## src/rtl/siu_pkg.sv

```systemverilog
// package: constants, register map and carrier types of the system integration unit
`default_nettype none
package siu_pkg;
   // =====================================================
   // register map (byte addresses, 32-bit aligned words)
   localparam logic [15:0] SIU_ADDR_PEND_LOW = 16'hfe04;
   localparam logic [15:0] SIU_ADDR_PEND_HIGH = 16'hfe08;
   localparam logic [15:0] SIU_ADDR_PEND_SPARE = 16'hfe0c;
   localparam logic [15:0] SIU_ADDR_BRK_FLAG_CTRL = 16'hfe10;
   localparam logic [15:0] SIU_ADDR_RECOV_CNT = 16'hfe14;
   localparam logic [7:0] SIU_PEND_LOW_RST = 8'h00;
   localparam logic [7:0] SIU_BFC_RST = 8'h00;
   localparam int SIU_BREAK_CLEAR_ENABLE_BIT = 0;
   localparam int SIU_PEND_LOW_SHIFT = 2;

   // =====================================================
   // interrupt levels and vector codes
   localparam int SIU_NUM_LEVELS = 11;
   localparam int SIU_LOW_TOP = 6;
   localparam logic [3:0] SIU_CODE_SWI = 4'h0;
   localparam logic [3:0] SIU_CODE_RESET = 4'hf;

   // =====================================================
   // recovery counter
   localparam int SIU_CNT_STAGES = 12;
   localparam logic [12:0] SIU_REC_LONG = 13'h1000;
   localparam logic [12:0] SIU_REC_SHORT = 13'h0020;

   typedef enum logic [1:0] {
      SIU_RUN = 2'b00,
      SIU_STOP = 2'b01,
      SIU_RECOVER = 2'b10
   } siu_mode_t;

   typedef struct packed {
      logic psel;
      logic penable;
      logic pwrite;
      logic [15:0] paddr;
      logic [31:0] pwdata;
   } siu_apb_req_t;

   typedef struct packed {
      logic [31:0] prdata;
      logic pready;
      logic pslverr;
   } siu_apb_rsp_t;

   typedef struct packed {
      logic valid;
      logic [3:0] code;
      logic pc_minus_one;
      logic set_imask;
      logic push_index_high;
   } siu_entry_t;
endpackage
`default_nettype wire

```

## src/rtl/siu_top.sv

```systemverilog
// system integration unit: recovery counter, exception control, pending status
//
// Operation
// - twelve counting stages then a 13th stage that restarts chain, clocks watchdog
// - counter advances on falling edge of the oscillator crystal clock
// - stop instruction clears the counter so it can time recovery
// - wake samples short recovery option: 32 cycles if set, else 4096
// - external reset pin leaves the counter value unchanged
// - after any reset the counter runs freely and continuously
// - requests latched, arbitrated at entry, constant code selects vector
// - latched request holds until serviced or, for a hardware request, until global mask is cleared
// - entry stacks registers and sets global mask; return restores them
// - interrupt waits for instruction end, needs mask clear and source enabled
// - lowest numbered pending level is serviced first, level 1 highest
// - request pending at return is serviced before next program instruction
// - entry does not stack the high index register
// - software trap interrupts regardless of global mask
// - software trap stacks pc, hardware interrupt stacks pc minus one
// - mask gates all but software trap; sources map to levels 1..11
// - first status register shows levels 6..1 in bits 7..2, bits 1..0 zero
// - flags for levels 11..7 read one while that request is present
// - resets share equal priority above all interrupts, never arbitrated
// - break request enters break state by forcing the trap vector
// - in break, flag clearing blocked unless break clear enable is set
// - flag cleared during break stays cleared after break exits
// - two-step clear first step does not clear while protected
// - after stop wake by interrupt, stacking waits for recovery delay
//
// The implementer's own choice: the APB interface to the registers.
`timescale 1ns/1ps
`default_nettype none
module siu_top (
   input wire logic pclk,
   input wire logic presetn,
   input wire siu_pkg::siu_apb_req_t apb_req,
   output siu_pkg::siu_apb_rsp_t apb_rsp,
   input wire logic osc_crystal_clk,
   input wire logic ext_reset_pin_n,
   input wire logic internal_reset,
   input wire logic short_stop_recovery,
   input wire logic stop_exec,
   input wire logic instr_boundary,
   input wire logic global_mask,
   input wire logic swi_exec,
   input wire logic rti_exec,
   input wire logic vector_fetch,
   input wire logic [10:0] irq_req,
   input wire logic [10:0] irq_en,
   input wire logic break_req,
   input wire logic break_exit,
   output siu_pkg::siu_entry_t entry,
   output logic bus_clk_enable,
   output logic watchdog_clk,
   output logic in_break,
   output logic flag_clear_allow
);
   import siu_pkg::*;

   // =====================================================
   // input synchronisers
   logic osc_s1_q;
   logic osc_s2_q;
   logic osc_s3_q;
   logic rstpin_s1_q;
   logic rstpin_s2_q;
   logic osc_fall;

   // two stages for each pin, a third only for edge detection of oscillator
   always_ff @(posedge pclk or negedge presetn) begin
      if (!presetn) begin
         osc_s1_q <= 1'b0;
         osc_s2_q <= 1'b0;
         osc_s3_q <= 1'b0;
         rstpin_s1_q <= 1'b1;
         rstpin_s2_q <= 1'b1;
      end else begin
         osc_s1_q <= osc_crystal_clk;
         osc_s2_q <= osc_s1_q;
         osc_s3_q <= osc_s2_q;
         rstpin_s1_q <= ext_reset_pin_n;
         rstpin_s2_q <= rstpin_s1_q;
      end
   end

   assign osc_fall = osc_s3_q & ~osc_s2_q;

   // =====================================================
   // mode control: run, stop, recovery
   siu_mode_t mode_q;
   siu_mode_t mode_d;
   logic [12:0] cnt_q;
   logic [12:0] rec_target_q;
   logic wake;
   logic rec_done;
   logic [10:0] pend;

   assign pend = irq_req & irq_en;
   assign wake = (|pend) | break_req | ~rstpin_s2_q | internal_reset;
   // last of the selected number of oscillator falls ends recovery
   assign rec_done = osc_fall && (cnt_q == rec_target_q - 13'h0001);

   // next mode
   always_comb begin
      mode_d = mode_q;
      unique case (mode_q)
         SIU_RUN: begin
            if (stop_exec) begin
               mode_d = SIU_STOP;
            end
         end
         SIU_STOP: begin
            if (wake) begin
               mode_d = SIU_RECOVER;
            end
         end
         SIU_RECOVER: begin
            if (rec_done) begin
               mode_d = SIU_RUN;
            end
         end
         default: begin
            mode_d = SIU_RUN;
         end
      endcase
   end

   // mode register
   always_ff @(posedge pclk or negedge presetn) begin
      if (!presetn) begin
         mode_q <= SIU_RUN;
      end else begin
         mode_q <= mode_d;
      end
   end

   // recovery length chosen when stop is left
   always_ff @(posedge pclk or negedge presetn) begin
      if (!presetn) begin
         rec_target_q <= SIU_REC_LONG;
      end else if (mode_q == SIU_STOP && wake) begin
         rec_target_q <= short_stop_recovery ? SIU_REC_SHORT : SIU_REC_LONG;
      end
   end

   // =====================================================
   // recovery counter
   // low 12 bits count, bit 12 is the 13th stage toggled by their overflow
   always_ff @(posedge pclk or negedge presetn) begin
      if (!presetn) begin
         cnt_q <= '0;
      end else if (internal_reset || mode_q == SIU_STOP || stop_exec) begin
         cnt_q <= '0;
      end else if (osc_fall) begin
         cnt_q <= cnt_q + 13'h0001;
      end
   end

   assign watchdog_clk = cnt_q[SIU_CNT_STAGES];
   assign bus_clk_enable = (mode_q == SIU_RUN);

   // =====================================================
   // exception control: latch and arbitration
   logic latched_q;
   logic [3:0] latched_code_q;
   logic latched_hw_q;
   logic [3:0] arb_code;
   logic arb_any;
   logic mask_prev_q;
   logic mask_fall;
   logic boundary_ok;

   // lowest numbered enabled pending level wins
   always_comb begin
      arb_code = SIU_CODE_SWI;
      arb_any = 1'b0;
      for (int i = SIU_NUM_LEVELS - 1; i >= 0; i--) begin
         if (pend[i]) begin
            arb_code = 4'(i + 1);
            arb_any = 1'b1;
         end
      end
   end

   assign mask_fall = mask_prev_q & ~global_mask;
   assign boundary_ok = instr_boundary && (mode_q == SIU_RUN);

   // global mask history
   always_ff @(posedge pclk or negedge presetn) begin
      if (!presetn) begin
         mask_prev_q <= 1'b1;
      end else begin
         mask_prev_q <= global_mask;
      end
   end

   // latch holds one request until its vector is fetched or, for a hardware request, the global mask falls
   always_ff @(posedge pclk or negedge presetn) begin
      if (!presetn) begin
         latched_q <= 1'b0;
         latched_code_q <= SIU_CODE_SWI;
         latched_hw_q <= 1'b0;
      end else if (internal_reset || !rstpin_s2_q) begin
         latched_q <= 1'b1;
         latched_code_q <= SIU_CODE_RESET;
         latched_hw_q <= 1'b0;
      end else if (latched_q) begin
         if (vector_fetch || (mask_fall && latched_hw_q)) begin
            latched_q <= 1'b0;
         end
      end else if (boundary_ok) begin
         if (swi_exec || break_req) begin
            latched_q <= 1'b1;
            latched_code_q <= SIU_CODE_SWI;
            latched_hw_q <= 1'b0;
         end else if (!global_mask && arb_any) begin
            latched_q <= 1'b1;
            latched_code_q <= arb_code;
            latched_hw_q <= 1'b1;
         end
      end
   end

   // entry request toward the core
   always_comb begin
      entry.valid = latched_q;
      entry.code = latched_code_q;
      entry.pc_minus_one = latched_hw_q;
      entry.set_imask = latched_q && (latched_code_q != SIU_CODE_RESET);
      entry.push_index_high = 1'b0;
   end

   // =====================================================
   // break state and flag protection
   logic in_break_q;
   logic [7:0] bfc_q;

   // break entered by forced trap, left on break exit or return
   always_ff @(posedge pclk or negedge presetn) begin
      if (!presetn) begin
         in_break_q <= 1'b0;
      end else if (boundary_ok && !latched_q && break_req) begin
         in_break_q <= 1'b1;
      end else if (break_exit || rti_exec) begin
         in_break_q <= 1'b0;
      end
   end

   assign in_break = in_break_q;
   // clear steps in other modules are honoured only when allowed
   assign flag_clear_allow = ~in_break_q | bfc_q[SIU_BREAK_CLEAR_ENABLE_BIT];

   // =====================================================
   // apb slave
   logic acc;
   logic hit_low;
   logic hit_high;
   logic hit_spare;
   logic hit_bfc;
   logic hit_cnt;
   logic [7:0] pend_low;
   logic [7:0] pend_high;

   assign acc = apb_req.psel & apb_req.penable;
   assign hit_low = (apb_req.paddr == SIU_ADDR_PEND_LOW);
   assign hit_high = (apb_req.paddr == SIU_ADDR_PEND_HIGH);
   assign hit_spare = (apb_req.paddr == SIU_ADDR_PEND_SPARE);
   assign hit_bfc = (apb_req.paddr == SIU_ADDR_BRK_FLAG_CTRL);
   assign hit_cnt = (apb_req.paddr == SIU_ADDR_RECOV_CNT);
   assign pend_low = {irq_req[SIU_LOW_TOP-1:0], 2'b00};
   assign pend_high = {3'b000, irq_req[SIU_NUM_LEVELS-1:SIU_LOW_TOP]};

   // only the break flag control register is writable
   always_ff @(posedge pclk or negedge presetn) begin
      if (!presetn) begin
         bfc_q <= SIU_BFC_RST;
      end else if (acc && apb_req.pwrite && hit_bfc) begin
         bfc_q <= {7'h00, apb_req.pwdata[SIU_BREAK_CLEAR_ENABLE_BIT]};
      end
   end

   // read data and error, zero wait states
   always_ff @(posedge pclk or negedge presetn) begin
      if (!presetn) begin
         apb_rsp.prdata <= 32'h0000_0000;
      end else if (apb_req.psel && !apb_req.penable && !apb_req.pwrite) begin
         if (hit_low) begin
            apb_rsp.prdata <= {24'h000000, pend_low};
         end else if (hit_high) begin
            apb_rsp.prdata <= {24'h000000, pend_high};
         end else if (hit_bfc) begin
            apb_rsp.prdata <= {24'h000000, bfc_q};
         end else if (hit_cnt) begin
            apb_rsp.prdata <= {19'h00000, cnt_q};
         end else begin
            apb_rsp.prdata <= 32'h0000_0000; // spare reads zero
         end
      end
   end

   assign apb_rsp.pready = 1'b1;
   assign apb_rsp.pslverr = acc & ~(hit_low | hit_high | hit_spare | hit_bfc | hit_cnt);
endmodule
`default_nettype wire
```

## config.mk

```make
export PLATFORM = sky130hd
export DESIGN_NAME = siu_top
export DESIGN_NICKNAME = d
export VERILOG_FILES = /design/src/rtl/siu_pkg.sv /design/src/rtl/siu_top.sv
export SDC_FILE = /design/constraint.sdc
export NUM_CORES = 1
export LEC_CHECK = 0
export BUFFER_PORTS_ARGS = -buffer_cell sky130_fd_sc_hd__buf_4
export CAP_MARGIN = 10
export CELL_PAD_IN_SITES_DETAIL_PLACEMENT = 0
export CELL_PAD_IN_SITES_GLOBAL_PLACEMENT = 1
export CORE_MARGIN = 5
export CORE_UTILIZATION = 32
export DETAILED_ROUTE_END_ITERATION = 12
export GPL_TIMING_DRIVEN = 0
export PLACE_DENSITY_LB_ADDON = 0.15
export SLEW_MARGIN = 20
export SYNTH_ARGS = -nofsm -noshare
export SYNTH_HDL_FRONTEND = slang
export SYNTH_SLANG_ARGS = --single-unit
```

## constraint.sdc

```tcl
create_clock -name pclk -period 2.6 [get_ports pclk]
set_clock_uncertainty 0.2 [all_clocks]
set_input_delay 0 -clock pclk [delete_from_list [all_inputs] [get_ports pclk]]
set_output_delay 0 -clock pclk [all_outputs]
set_load 0.02 [all_outputs]
```

Yosys cells after proc, flatten, opt, wreduce, memory -nomap -nowiden
Cells that the tools add are included.

Register bits after elaboration: 74. Latch bits: 0. Memory bits (writable): 0. ROM bits: 0. Input port bits: 87. Output and inout bits: 46. Logic and storage cells: 130. Memories kept: 0.

Add/sub/neg operators: 2. $mul: 0. Divide/modulo/power cells: 0. Order comparisons: 0. Equality and inequality tests: 13. Shift operators: 0. Muxes and demuxes: 51. Bitwise operators: 18. Reductions and logical operators: 31.

Operator list (number): equality test 16 bit, second input constant (5); 2-to-1 mux 13 bit (5); 2-to-1 mux 32 bit (2); 2-to-1 mux 4 bit (16); 2-to-1 mux 1 bit (24); adder 13 x 1 -> 13 bit, second input constant (1); equality test 13 bit (1); subtractor 13 x 1 -> 13 bit, second input constant (1); logical AND 1 bit (12); bitwise AND 11 bit (1); OR reduction 11 bit (1); bitwise OR 1 bit (8); logical OR 1 bit (6); 2-to-1 mux 2 bit (3); != test 2 bit, second input constant (3); one-hot mux 2 bit (3 select lines) (1); AND reduction 3 bit (2); nonzero test 2 bit (3); zero test 1 bit (5); NOT 1 bit (5); bitwise AND 1 bit (4); != test 4 bit, second input constant (1); nonzero test 3 bit (1); equality test 2 x 1 -> 1 bit, second input constant (1); other kinds (3) (3).

Depth between registers and ports, before layout
Gate-level depths: netlist of run 1.

Depth after elaboration: 18. Depth in mapped cells: 6. Mapped depth without buffers: 6.

Least setup slack after synthesis of run 1
No wires, ideal clock.

Path kind: reg2reg. Start point: register mode_q[0]. End point: register latched_code_q[0]. Library setup time: 121 ps. Arrival time: 1666 ps. Data required time: 2279 ps. Slack: 613 ps. Stages on the path, launching flop included: 6. Path buffers: 0. Period minus slack after synthesis: 1987 ps. Path through: dfrtp_1 > or4b_1 > a21o_1 > a21o_1 > and2_1 > a22o_1.

Longest elaborated chain between the ends: 4.

RTL lines: from (decl) (RTL line siu_top.sv:89) `siu_mode_t mode_q;`; from (signal assigned) (RTL line siu_top.sv:132) `mode_q <= mode_d;`; zero test 2 bit (RTL line siu_top.sv:185) `assign boundary_ok = instr_boundary && (mode_q == SIU_RUN);`; logical AND 1 bit (RTL line siu_top.sv:185); nonzero test 2 bit (no line); AND reduction 3 bit (no line); to (signal assigned) (RTL line siu_top.sv:217) `latched_code_q <= arb_code;`; to (decl) (RTL line siu_top.sv:164) `logic [3:0] latched_code_q;`.

No other way between the ends. A chain may end at the register's enable or synchronous reset.

Final worst setup path of run 1
Start point: input port irq_req[5]. End point: register rec_target_q[12].

Longest elaborated chain between the ends: 6.

RTL lines: from (decl) (RTL line siu_top.sv:47) `input wire logic [10:0] irq_req,`; bitwise AND 11 bit (RTL line siu_top.sv:97) `assign pend = irq_req & irq_en;`; OR reduction 11 bit (RTL line siu_top.sv:98) `assign wake = (|pend) | break_req | ~rstpin_s2_q | internal_reset;`; bitwise OR 1 bit (3 in a row) (RTL line siu_top.sv:98); logical AND 1 bit (RTL line siu_top.sv:140) `end else if (mode_q == SIU_STOP && wake) begin`; to (signal assigned) (RTL line siu_top.sv:141) `rec_target_q <= short_stop_recovery ? SIU_REC_SHORT : SIU_REC_LONG;`; to (decl) (RTL line siu_top.sv:92) `logic [12:0] rec_target_q;`.

No other way between the ends.

==> results by group, run 1 <==
CTS
  – TritonCTS clock tree: done
  – Post-CTS setup buffer count: 0
  – TritonCTS Buffers: 5
  – Worst-skew pair later-pin latency: 0.29 ns
  – H-tree levels: 2
  – Max Root-Sink Buffers: 2
  – Clock root buffer: clkbuf_8
  – CTS sink cnt: 44
  – Reg clk slew, reported paths: 0.08 ns

Critical path
  – Critical Path End Type: flip-flop
  – CP arrival: 2.52 ns
  – Startpoint types: primary input
  – CP max FO: 4
  – FF-to-FF Start: mode_q[0]
  – WS Path Type: in -> reg
  – Crit path required time: 2.64 ns
  – Crit path from: irq_req[5]

Drt
  – Via count: approximately 2400
  – Vias per inst: between 4 and 5
  – Drt wl/cell: between 10 and 15 microns
  – # DRC: 0
  – First-pass DRT Iterations: 4
  – Drt total wl: about 7400 microns
  – Detailed Route Iter0 Violations: approximately 110
  – Remaining antenna violation count: 0

Place
  – GP Congestion: 0.7991
  – PortBufs: about 80
  – DP HPWL: 5590 microns
  – DP Worst Slack: 0.4800 ns

Die
  – Initial Utilization: 0.3263
  – Ports: 133
  – Die height: 98.54 microns
  – Core ar.: 7687 sq um
  – Num rows: 32
  – Die Area: 9710 sq um
  – Die width: 98.54 microns

STA
  – Worst slew margin: 0.4507
  – Hold Fails Final Rpt: 0
  – Fin crit share: 0.9559
  – Fmax: just over 0.4 GHz
  – Crit path time final: approximately 2.5 ns
  – Worst setup margin: 0.1146 ns
  – Total negative setup slack: 0 ns
  – Worst hold slack: 0.005527 ns
  – Final Max Tran Viols: 0
  – Setup-failing EPs final: 0
  – RSZ-0062 raised after global routing: false
  – Slew @ Worst Pin: 0.8125 ns

GRT
  – Vias in the first global route: 2514
  – GRT Overall Usage: 0.1542
  – First-pass GRT wire length: between 10000 and 15000 microns
  – Largest net degree at the start of global routing: 45
  – Grt total ovfl: 0
  – Initial antenna violation count: 0

Synthesis
  – Main synth FF type: dfrtp_1
  – Cells after synthesis: 281
  – Synth warn: 0
  – Post-synth EDFFs: 0
  – Share of the synthesized area in the top cell type: 0.3990
  – Commonest cells post-synth: nand2_1, dfrtp_1, nor2_1
  – Area leader, netlist: dfrtp_1
  – Most common cell in the netlist: nand2_1
  – Synth area leaders: dfrtp_1, buf_4, nand2_1
  – Async set-reset flop share out of synthesis: 1.000
  – Seq/Total Area, Yosys: 0.4409
  – Synthesized cell area: between 2000 and 3000 sq um
  – Netlist cell types: 46
  – Synthesized area per cell: 8.928 sq um
  – Total of flip-flops plus latches after synthesis: 44

Finish
  – Antenna cells: 0
  – Layout cells sized above 1: 0.2824
  – Synthesis-to-layout area growth: 50.67%
  – Nets: 512
  – Core Util, Final: 0.4917

Run
  – Max cap viols: 0

Power
  – Static Leak: 0.001732 uW
  – Worst VDD drop: 0.2207 mV
  – Total power: about 1400 uW
  – Pwr dens: 377.2 nW/um^2

Min path
  – Min-Delay Path Class: in -> reg
  – Hold Path Origin: irq_req[10]

Run status
  – Outcome: finished, final reports clean
[kinds of logic after synthesis]
| group | synth area share |
|---|---|
| AND/OR/NAND/NOR | 0.2529 |
| AO/OA/AOI/OAI | 0.1446 |
| flip-flops | 0.4409 |
| buffers and inverters | 0.08379 |
| XOR/XNOR | 0.04887 |
| multiplexers | 0.02095 |
| other | 0.002994 |
| adder cells (fa/ha/maj) | 0.004987 |
[metal layers]
metal / wire length, microns / GRT usage
met1: 3219 / 0.1948
met2: 3667 / 0.2668
met3: 389 / 0.03751
met4: 81 / 0.03466
met5: 0 / 0
[path summary, 6_finish.rpt]
| kind | endpoint | slack, ns | cells past startpoint |
|---|---|---|---|
| worst max-delay path | rec_target_q[12] | 0.11 | 8 |
| worst min-delay path | apb_rsp[6] | 0.006 | 5 |
| worst max register to register | latched_q | 0.14 | 6 |
| worst min register to register | rstpin_s2_q | 0.16 | 0 |
| max in group asynchronous | apb_rsp[10] | 1.76 | 2 |
| min in group asynchronous | latched_code_q[3] | 0.04 | 2 |
[cells in the final DEF (no fill, tap or decap), drive strengths merged, types with 10 or more instances in the layout]
cell / instances
conb: 21
buf: 102
nor2: 29
xor2: 10
a21oi: 10
o21ai: 17
dlygate4sd3: 38
nand2: 46
clkbuf: 13
dfrtp: 40
[per-stage QoR]
step | std cells | area (sq um)
after floorplan | 300 | 2580
after global placement | 481 | 3301
after detailed placement | 481 | 3301
after CTS | 527 | 3762
after global routing | 527 | 3780
final | 527 | 3780
[state kept, by name, summed over array words and instances, names as in the netlist]
name            flops
bfc_q               1
osc_s3_q            1
osc_s1_q            1
latched_code_q      4
rstpin_s1_q         1
apb_rsp            13
latched_q           1
mode_q              2
mask_prev_q         1
in_break            1
rstpin_s2_q         1
osc_s2_q            1
rec_target_q        2
latched_hw_q        1
cnt_q              13
[cell type report]
cell class	count	area, sq um
Clock inverter	1	5.005
Multi-Input combinational cell	223	1281
Fill cell	763	3908
Inverter	4	15.01
Clock buffer	7	76.32
Sequential cell	44	1106
Tap cell	102	127.6
Buffer	29	195.2
Timing Repair Buffer	117	973.4
[worst max-delay path: stages]
cell and delay (ns):
dlygate4sd3_1 0.54, buf_4 0.15, a22o_1 0.21, nor2_1 0.24, nand4_1 0.27, o31ai_4 0.31, mux2i_1 0.23, dlygate4sd3_1 0.58
[power breakdown]
group          switching, uW  internal, uW  leakage, uW
Combinational            144           151      0.00113
Clock                    232           189    0.0000422
Sequential              9.46           700     0.000559
[timing repair]
action | in CTS | in global routing
setup endpoints to repair | 0 | 2
endpoints found under the hold margin | 70 | 0
gates resized for setup | 0 | 3
hold buffers | 38 | 0
(Power assumes the default switching activity.)
==> inputs of run 2 (changes only) <==
RECOVER_POWER = 25   (was default)
==> run 2 against run 1 <==
Effect of this change:
- clock power about the same
- routed wire length decreased by 0.11%
- total power decreased by 0.14%
- hold slack about the same
- global-route usage unchanged
- first-iteration DRC count unchanged
- combinational power about the same
- cell area decreased by 0.17%
- count of clock-buffer cells in the layout unchanged
- sequential share of layout area about the same
- worst setup slack about the same
- largest cell class unchanged
==> results by group, run 2 (same netlist as run 1, synthesis figures left out) <==
Drt
  – Remaining antenna violation count: 0
  – Drt total wl: between 7000 and 8000 microns
  – Detailed Route Iter0 Violations: 106
  – Drt wl/cell: between 10 and 15 microns
  – # DRC: 0
  – Vias per inst: between 4 and 5
  – First-pass DRT Iterations: 4
  – Via count: ~2400

STA
  – Worst slew margin: 0.2601
  – Fin crit share: 0.9559
  – Slew @ Worst Pin: about 1.1 ns
  – RSZ-0062 raised after global routing: false
  – Setup-failing EPs final: 0
  – Hold Fails Final Rpt: 0
  – Fmax: 0.4023 GHz
  – Total negative setup slack: 0 ns
  – Final Max Tran Viols: 0
  – Worst setup margin: between 0.1 and 0.15 ns
  – Crit path time final: 2.485 ns

Critical path
  – FF-to-FF Start: mode_q[0]
  – CP max FO: 4
  – WS Path Type: in -> reg
  – Crit path required time: 2.64 ns
  – CP arrival: 2.52 ns
  – Startpoint types: primary input
  – Slowest CP cell: dlygate4sd3_1
  – Most used cell, CP: dlygate4sd3_1
  – Critical Path End Type: flip-flop
  – Crit path from: irq_req[5]
  – CP cell instances: dlygate4sd3_1 > buf_4 > a22o_1 > nor2_1 > nand4_1 > o31ai_4 > mux2i_1 > dlygate4sd3_1
  – Crit path largest cell delay: 0.58 ns

Power
  – Static Leak: approximately 0.0017 uW
  – Gate power share: 0.206
  – Total power: 1424 uW
  – Sw Pwr: 384.2 uW
  – Int Pwr: about 1000 uW
  – Clock Power Share: 0.295
  – Worst VDD drop: 0.2207 mV
  – Reg power frac: 0.499
  – Pwr dens: between 300 and 400 nW/um^2
  – Sw frac: 0.2699

Place
  – GP Congestion: around 0.80
  – DP Worst Slack: 0.4800 ns
  – Dpl cells: 481
  – DP HPWL: 5590 microns
  – PortBufs: 79

Finish
  – Biggest regs: apb_rsp: 13 flops, cnt_q: 13 flops, latched_code_q: 4 flops
  – Area of the multi-input gates: 1281 sq um
  – Most common cell after layout, fill and taps aside: buf_4
  – Fill count: 766
  – Antenna cells: 0
  – Synthesis-to-layout area growth: 50.42%
  – Nets: slightly above 500
  – Core Util, Final: 0.4909
  – Layout cells sized above 1: 0.2800
  – Most frequent cells in the layout: buf_4, nand2_1, dfrtp_1
  – Register area: 1106 sq um
  – Finished Layout Cells: about 530

GRT
  – First-pass GRT wire length: 12200 microns
  – GRT Overall Usage: 0.1542
  – Largest net degree at the start of global routing: 45
  – Initial antenna violation count: 0
  – Vias in the first global route: about 2500
  – Grt total ovfl: 0

CTS
  – TritonCTS clock tree: done
  – Post-CTS setup buffer count: 0
  – TritonCTS Buffers: 5
  – Clock root buffer: clkbuf_8
  – Worst-skew pair later-pin latency: 0.29 ns
  – Max Root-Sink Buffers: 2
  – CTS sink cnt: 44
  – Reg clk slew, reported paths: 0.08 ns
  – H-tree levels: 2

Die
  – Ports: 133
  – Die height: 98.54 microns
  – Num rows: 32
  – Die width: just under 100 microns
  – Core ar.: 7687 sq um
  – Die Area: 9710 sq um
  – Initial Utilization: 0.3263

Min path
  – Hold Path Origin: irq_req[10]
  – Min-Delay Path Class: in -> reg

Run status
  – Outcome: finished, final reports clean

Run
  – Max cap viols: 0
==> run 2: cell count changes in the layout (fill, tap and decap cells not counted), sizes merged <==
cell,previous run,this run
clkbuf,13,17
buf,102,98
==> run 2: what timing repair did <==
action,4_1_cts,5_1_grt
endpoints found under the hold margin,70,0
resized for setup,0,3
hold buffers,38,0
setup endpoints to repair,0,2
==> run 2: critical path: cells and delay by family <==
family / cells / cell delay (ns)
buf+inv: 3 / 1.27
compound gates: 2 / 0.52
simple gates: 2 / 0.51
mux: 1 / 0.23
==> run 2: path summary, 6_finish.rpt <==
check                           depth (start not counted)  slack [ns]                 to
worst max-delay path                                    8        0.11   rec_target_q[12]
worst min-delay path                                    5       0.006         apb_rsp[6]
worst max register to register                          6        0.14          latched_q
worst min register to register                          0        0.16        rstpin_s2_q
max in group asynchronous                               2        1.27        apb_rsp[10]
min in group asynchronous                               2        0.25  latched_code_q[3]
==> run 2: metrics by stage <==
stage | area (sq um) | hold WS [ns]
after global routing | 3774 | 0.06073
final | 3774 | 0.005527
after detailed placement | 3301 | -0.1588
after floorplan | 2580 | -0.4956
after global placement | 3301 | -0.1570
after CTS | 3762 | 0.001989
==> run 2: power groups by stage <==
| stage | registers (uW) | clock network, uW | logic (uW) |
|---|---|---|---|
| finish | 710 | 420 | 293 |
| detailed placement | 723 | 0 | 256 |
| global route | 712 | 463 | 323 |
| global placement | 722 | 0 | 256 |
| floorplan | 732 | 0 | 117 |
| CTS | 710 | 433 | 294 |
==> run 2: per-layer routing <==
layer,track usage,vias to the layer above,wire length [microns]
met2,0.2668,63,3668
met4,0.03466,0,81
met3,0.03751,8,389
met5,0,-,0
met1,0.1948,1125,3210
li1,-,1233,-
==> run 2: layout make-up <==
class | instances | area share
Multi-Input combinational cell | 223 | 0.3395
Inverter | 4 | 0.003979
Timing Repair Buffer | 117 | 0.2563
Clock buffer | 7 | 0.02023
Buffer | 29 | 0.05172
Sequential cell | 44 | 0.2931
Clock inverter | 1 | 0.001326
Tap cell | 102 | 0.03382
==> inputs of run 3 (changes only) <==
HOLD_SLACK_MARGIN = 0.02   (was default)
==> run 3 against run 2 <==
Effect of this change:
- combinational power is 4% higher
- hold slack improved by 0.037 ns
- global-route usage is 0.19 points higher
- sequential share of layout area shrank 0.46 points
- critical endpoint unchanged
- largest cell class unchanged
==> results by group, run 3 (same netlist as run 1, synthesis figures left out) <==
Power
  – Sw frac: 0.2689
  – Clock Power Share: 0.293
  – Int Pwr: 1047 uW
  – Pwr dens: 373.7 nW/um^2
  – Static Leak: 0.001747 uW
  – Gate power share: 0.212
  – Sw Pwr: 385.2 uW
  – Worst VDD drop: about 0.22 mV
  – Reg power frac: 0.495

Critical path
  – Most used cell, CP: dlygate4sd3_1
  – WS Path Type: in -> reg
  – CP arrival: 2.53 ns
  – Critical Path End Type: flip-flop
  – CP max FO: 4
  – Slowest CP cell: dlygate4sd3_1
  – Startpoint types: primary input
  – Crit path largest cell delay: 0.59 ns
  – FF-to-FF Start: mode_q[0]
  – CP cell instances: dlygate4sd3_1 > buf_4 > a22o_1 > nor2_1 > nand4_1 > o31ai_4 > mux2i_1 > dlygate4sd3_1
  – Crit path required time: 2.63 ns
  – Crit path from: irq_req[3]
  – R2R cell count: 6

GRT
  – Layer with the highest usage: met2
  – Routing usage on met1: 0.1970
  – GRT Overall Usage: 0.1561
  – First-pass GRT wire length: 12390 microns
  – Initial antenna violation count: 0
  – Vias in the first global route: 2571
  – Largest net degree at the start of global routing: 45
  – Met2 GRT Util: 0.2709
  – Grt total ovfl: 0
  – Met3 Use GR: 0.03751

Die
  – Die height: 98.54 microns
  – Num rows: 32
  – Die width: 98.54 microns
  – Initial Utilization: 0.3263
  – Die Area: 9710 sq um
  – Ports: 133
  – Core ar.: approximately 7700 sq um

Place
  – DP Worst Slack: 0.4800 ns
  – GP Congestion: ~0.8
  – DP HPWL: 5590 microns
  – Placed Area: ~3300 sq um
  – PortBufs: 79

Min path
  – Hold Crit Depth: 4
  – Min-Delay Path Class: in -> reg
  – Hold Path Origin: instr_boundary

STA
  – Slew @ Worst Pin: approximately 1.1 ns
  – Fin crit share: 0.9586
  – Worst slew margin: 0.2541
  – Worst setup margin: 0.1078 ns
  – Hold Fails Final Rpt: 0
  – Crit path time final: around 2.5 ns
  – Setup-failing EPs final: 0
  – Fmax: ~0.40 GHz
  – RSZ-0062 raised after global routing: false
  – Total negative setup slack: 0 ns
  – Final Max Tran Viols: 0

Drt
  – Via count: 2466
  – Remaining antenna violation count: 0
  – First-pass DRT Iterations: 7
  – Detailed Route Iter0 Violations: 92
  – # DRC: 0
  – Drt wl/cell: 13.94 microns
  – Vias per inst: ~4.6
  – Drt total wl: roughly 7400 microns

CTS
  – Clock root buffer: clkbuf_8
  – Reg clk slew, reported paths: 0.08 ns
  – TritonCTS clock tree: done
  – TritonCTS Buffers: 5
  – Post-CTS setup buffer count: 0
  – CTS sink cnt: 44
  – Worst-skew pair later-pin latency: 0.29 ns
  – H-tree levels: 2
  – Max Root-Sink Buffers: 2

Run
  – Max cap viols: 0

Finish
  – Core Util, Final: 0.4987
  – Most common cell after layout, fill and taps aside: buf_4
  – Biggest regs: apb_rsp: 13 flops, cnt_q: 13 flops, latched_code_q: 4 flops
  – Nets: 518
  – Synthesis-to-layout area growth: 52.82%
  – Antenna cells: 0
  – Most frequent cells in the layout: buf_4, nand2_1, dlygate4sd3_1
  – Fin area: between 3000 and 4000 sq um
  – Layout cells sized above 1: 0.2761

Run status
  – Outcome: finished, final reports clean
[run 3: cell types whose count changed in the layout (fill, tap and decap cells not counted)]
cell	delta
dlygate4sd3_1	+6
[run 3: power groups by stage]
stage                     combinational [uW]  sequential [uW]  clock, uW
final                                    304              710        419
after global routing                     333              712        463
after CTS                                304              710        433
after detailed placement                 256              723          0
after global placement                   256              722          0
after floorplan                          117              732          0
[run 3: per-stage QoR]
step / power, uW / hold WS (ns) / std cells
CTS: 1447 / 0.06133 / 533
global placement: 978.2 / -0.1570 / 481
floorplan: 849.3 / -0.4956 / 300
detailed placement: 978.9 / -0.1588 / 481
global route: 1508 / 0.07189 / 533
finish: 1433 / 0.04274 / 533
[run 3: worst max-delay path, delay by kind of cell]
| family | cells | cell delay [ns] |
|---|---|---|
| and+or+nand+nor | 2 | 0.49 |
| buffers and inverters | 3 | 1.28 |
| muxes | 1 | 0.23 |
| AOI/OAI and AO/OA | 2 | 0.52 |
[run 3: repair_timing]
| action | in CTS | in global routing |
|---|---|---|
| setup endpoints to repair | 0 | 3 |
| hold endpoints to repair | 70 | 0 |
| resized for setup | 0 | 3 |
| hold buffers | 44 | 0 |
[run 3: layer usage]
layer  vias to the layer above  share of wire
met5                         -              0
met4                         0          0.011
met3                         8          0.054
met2                        68           0.50
met1                      1142           0.43
li1                       1248              -
[run 3: worst paths after layout]
| kind | to | slack (ns) |
|---|---|---|
| worst max-delay path | rec_target_q[12] | 0.11 |
| max in group asynchronous | apb_rsp[10] | 1.26 |
| worst max register to register | latched_q | 0.14 |
| worst min register to register | rstpin_s2_q | 0.16 |
| worst min-delay path | latched_hw_q | 0.04 |
| min in group asynchronous | latched_code_q[3] | 0.25 |
[run 3: area by class of cell]
class | instances | area [sq um]
buffer | 29 | 195.2
clock buffer | 7 | 76.32
clock inverter | 1 | 5.005
fill | 759 | 3854
inverter | 4 | 15.01
multi-input combinational | 223 | 1281
sequential | 44 | 1106
tap | 102 | 127.6
timing repair buffer | 123 | 1027
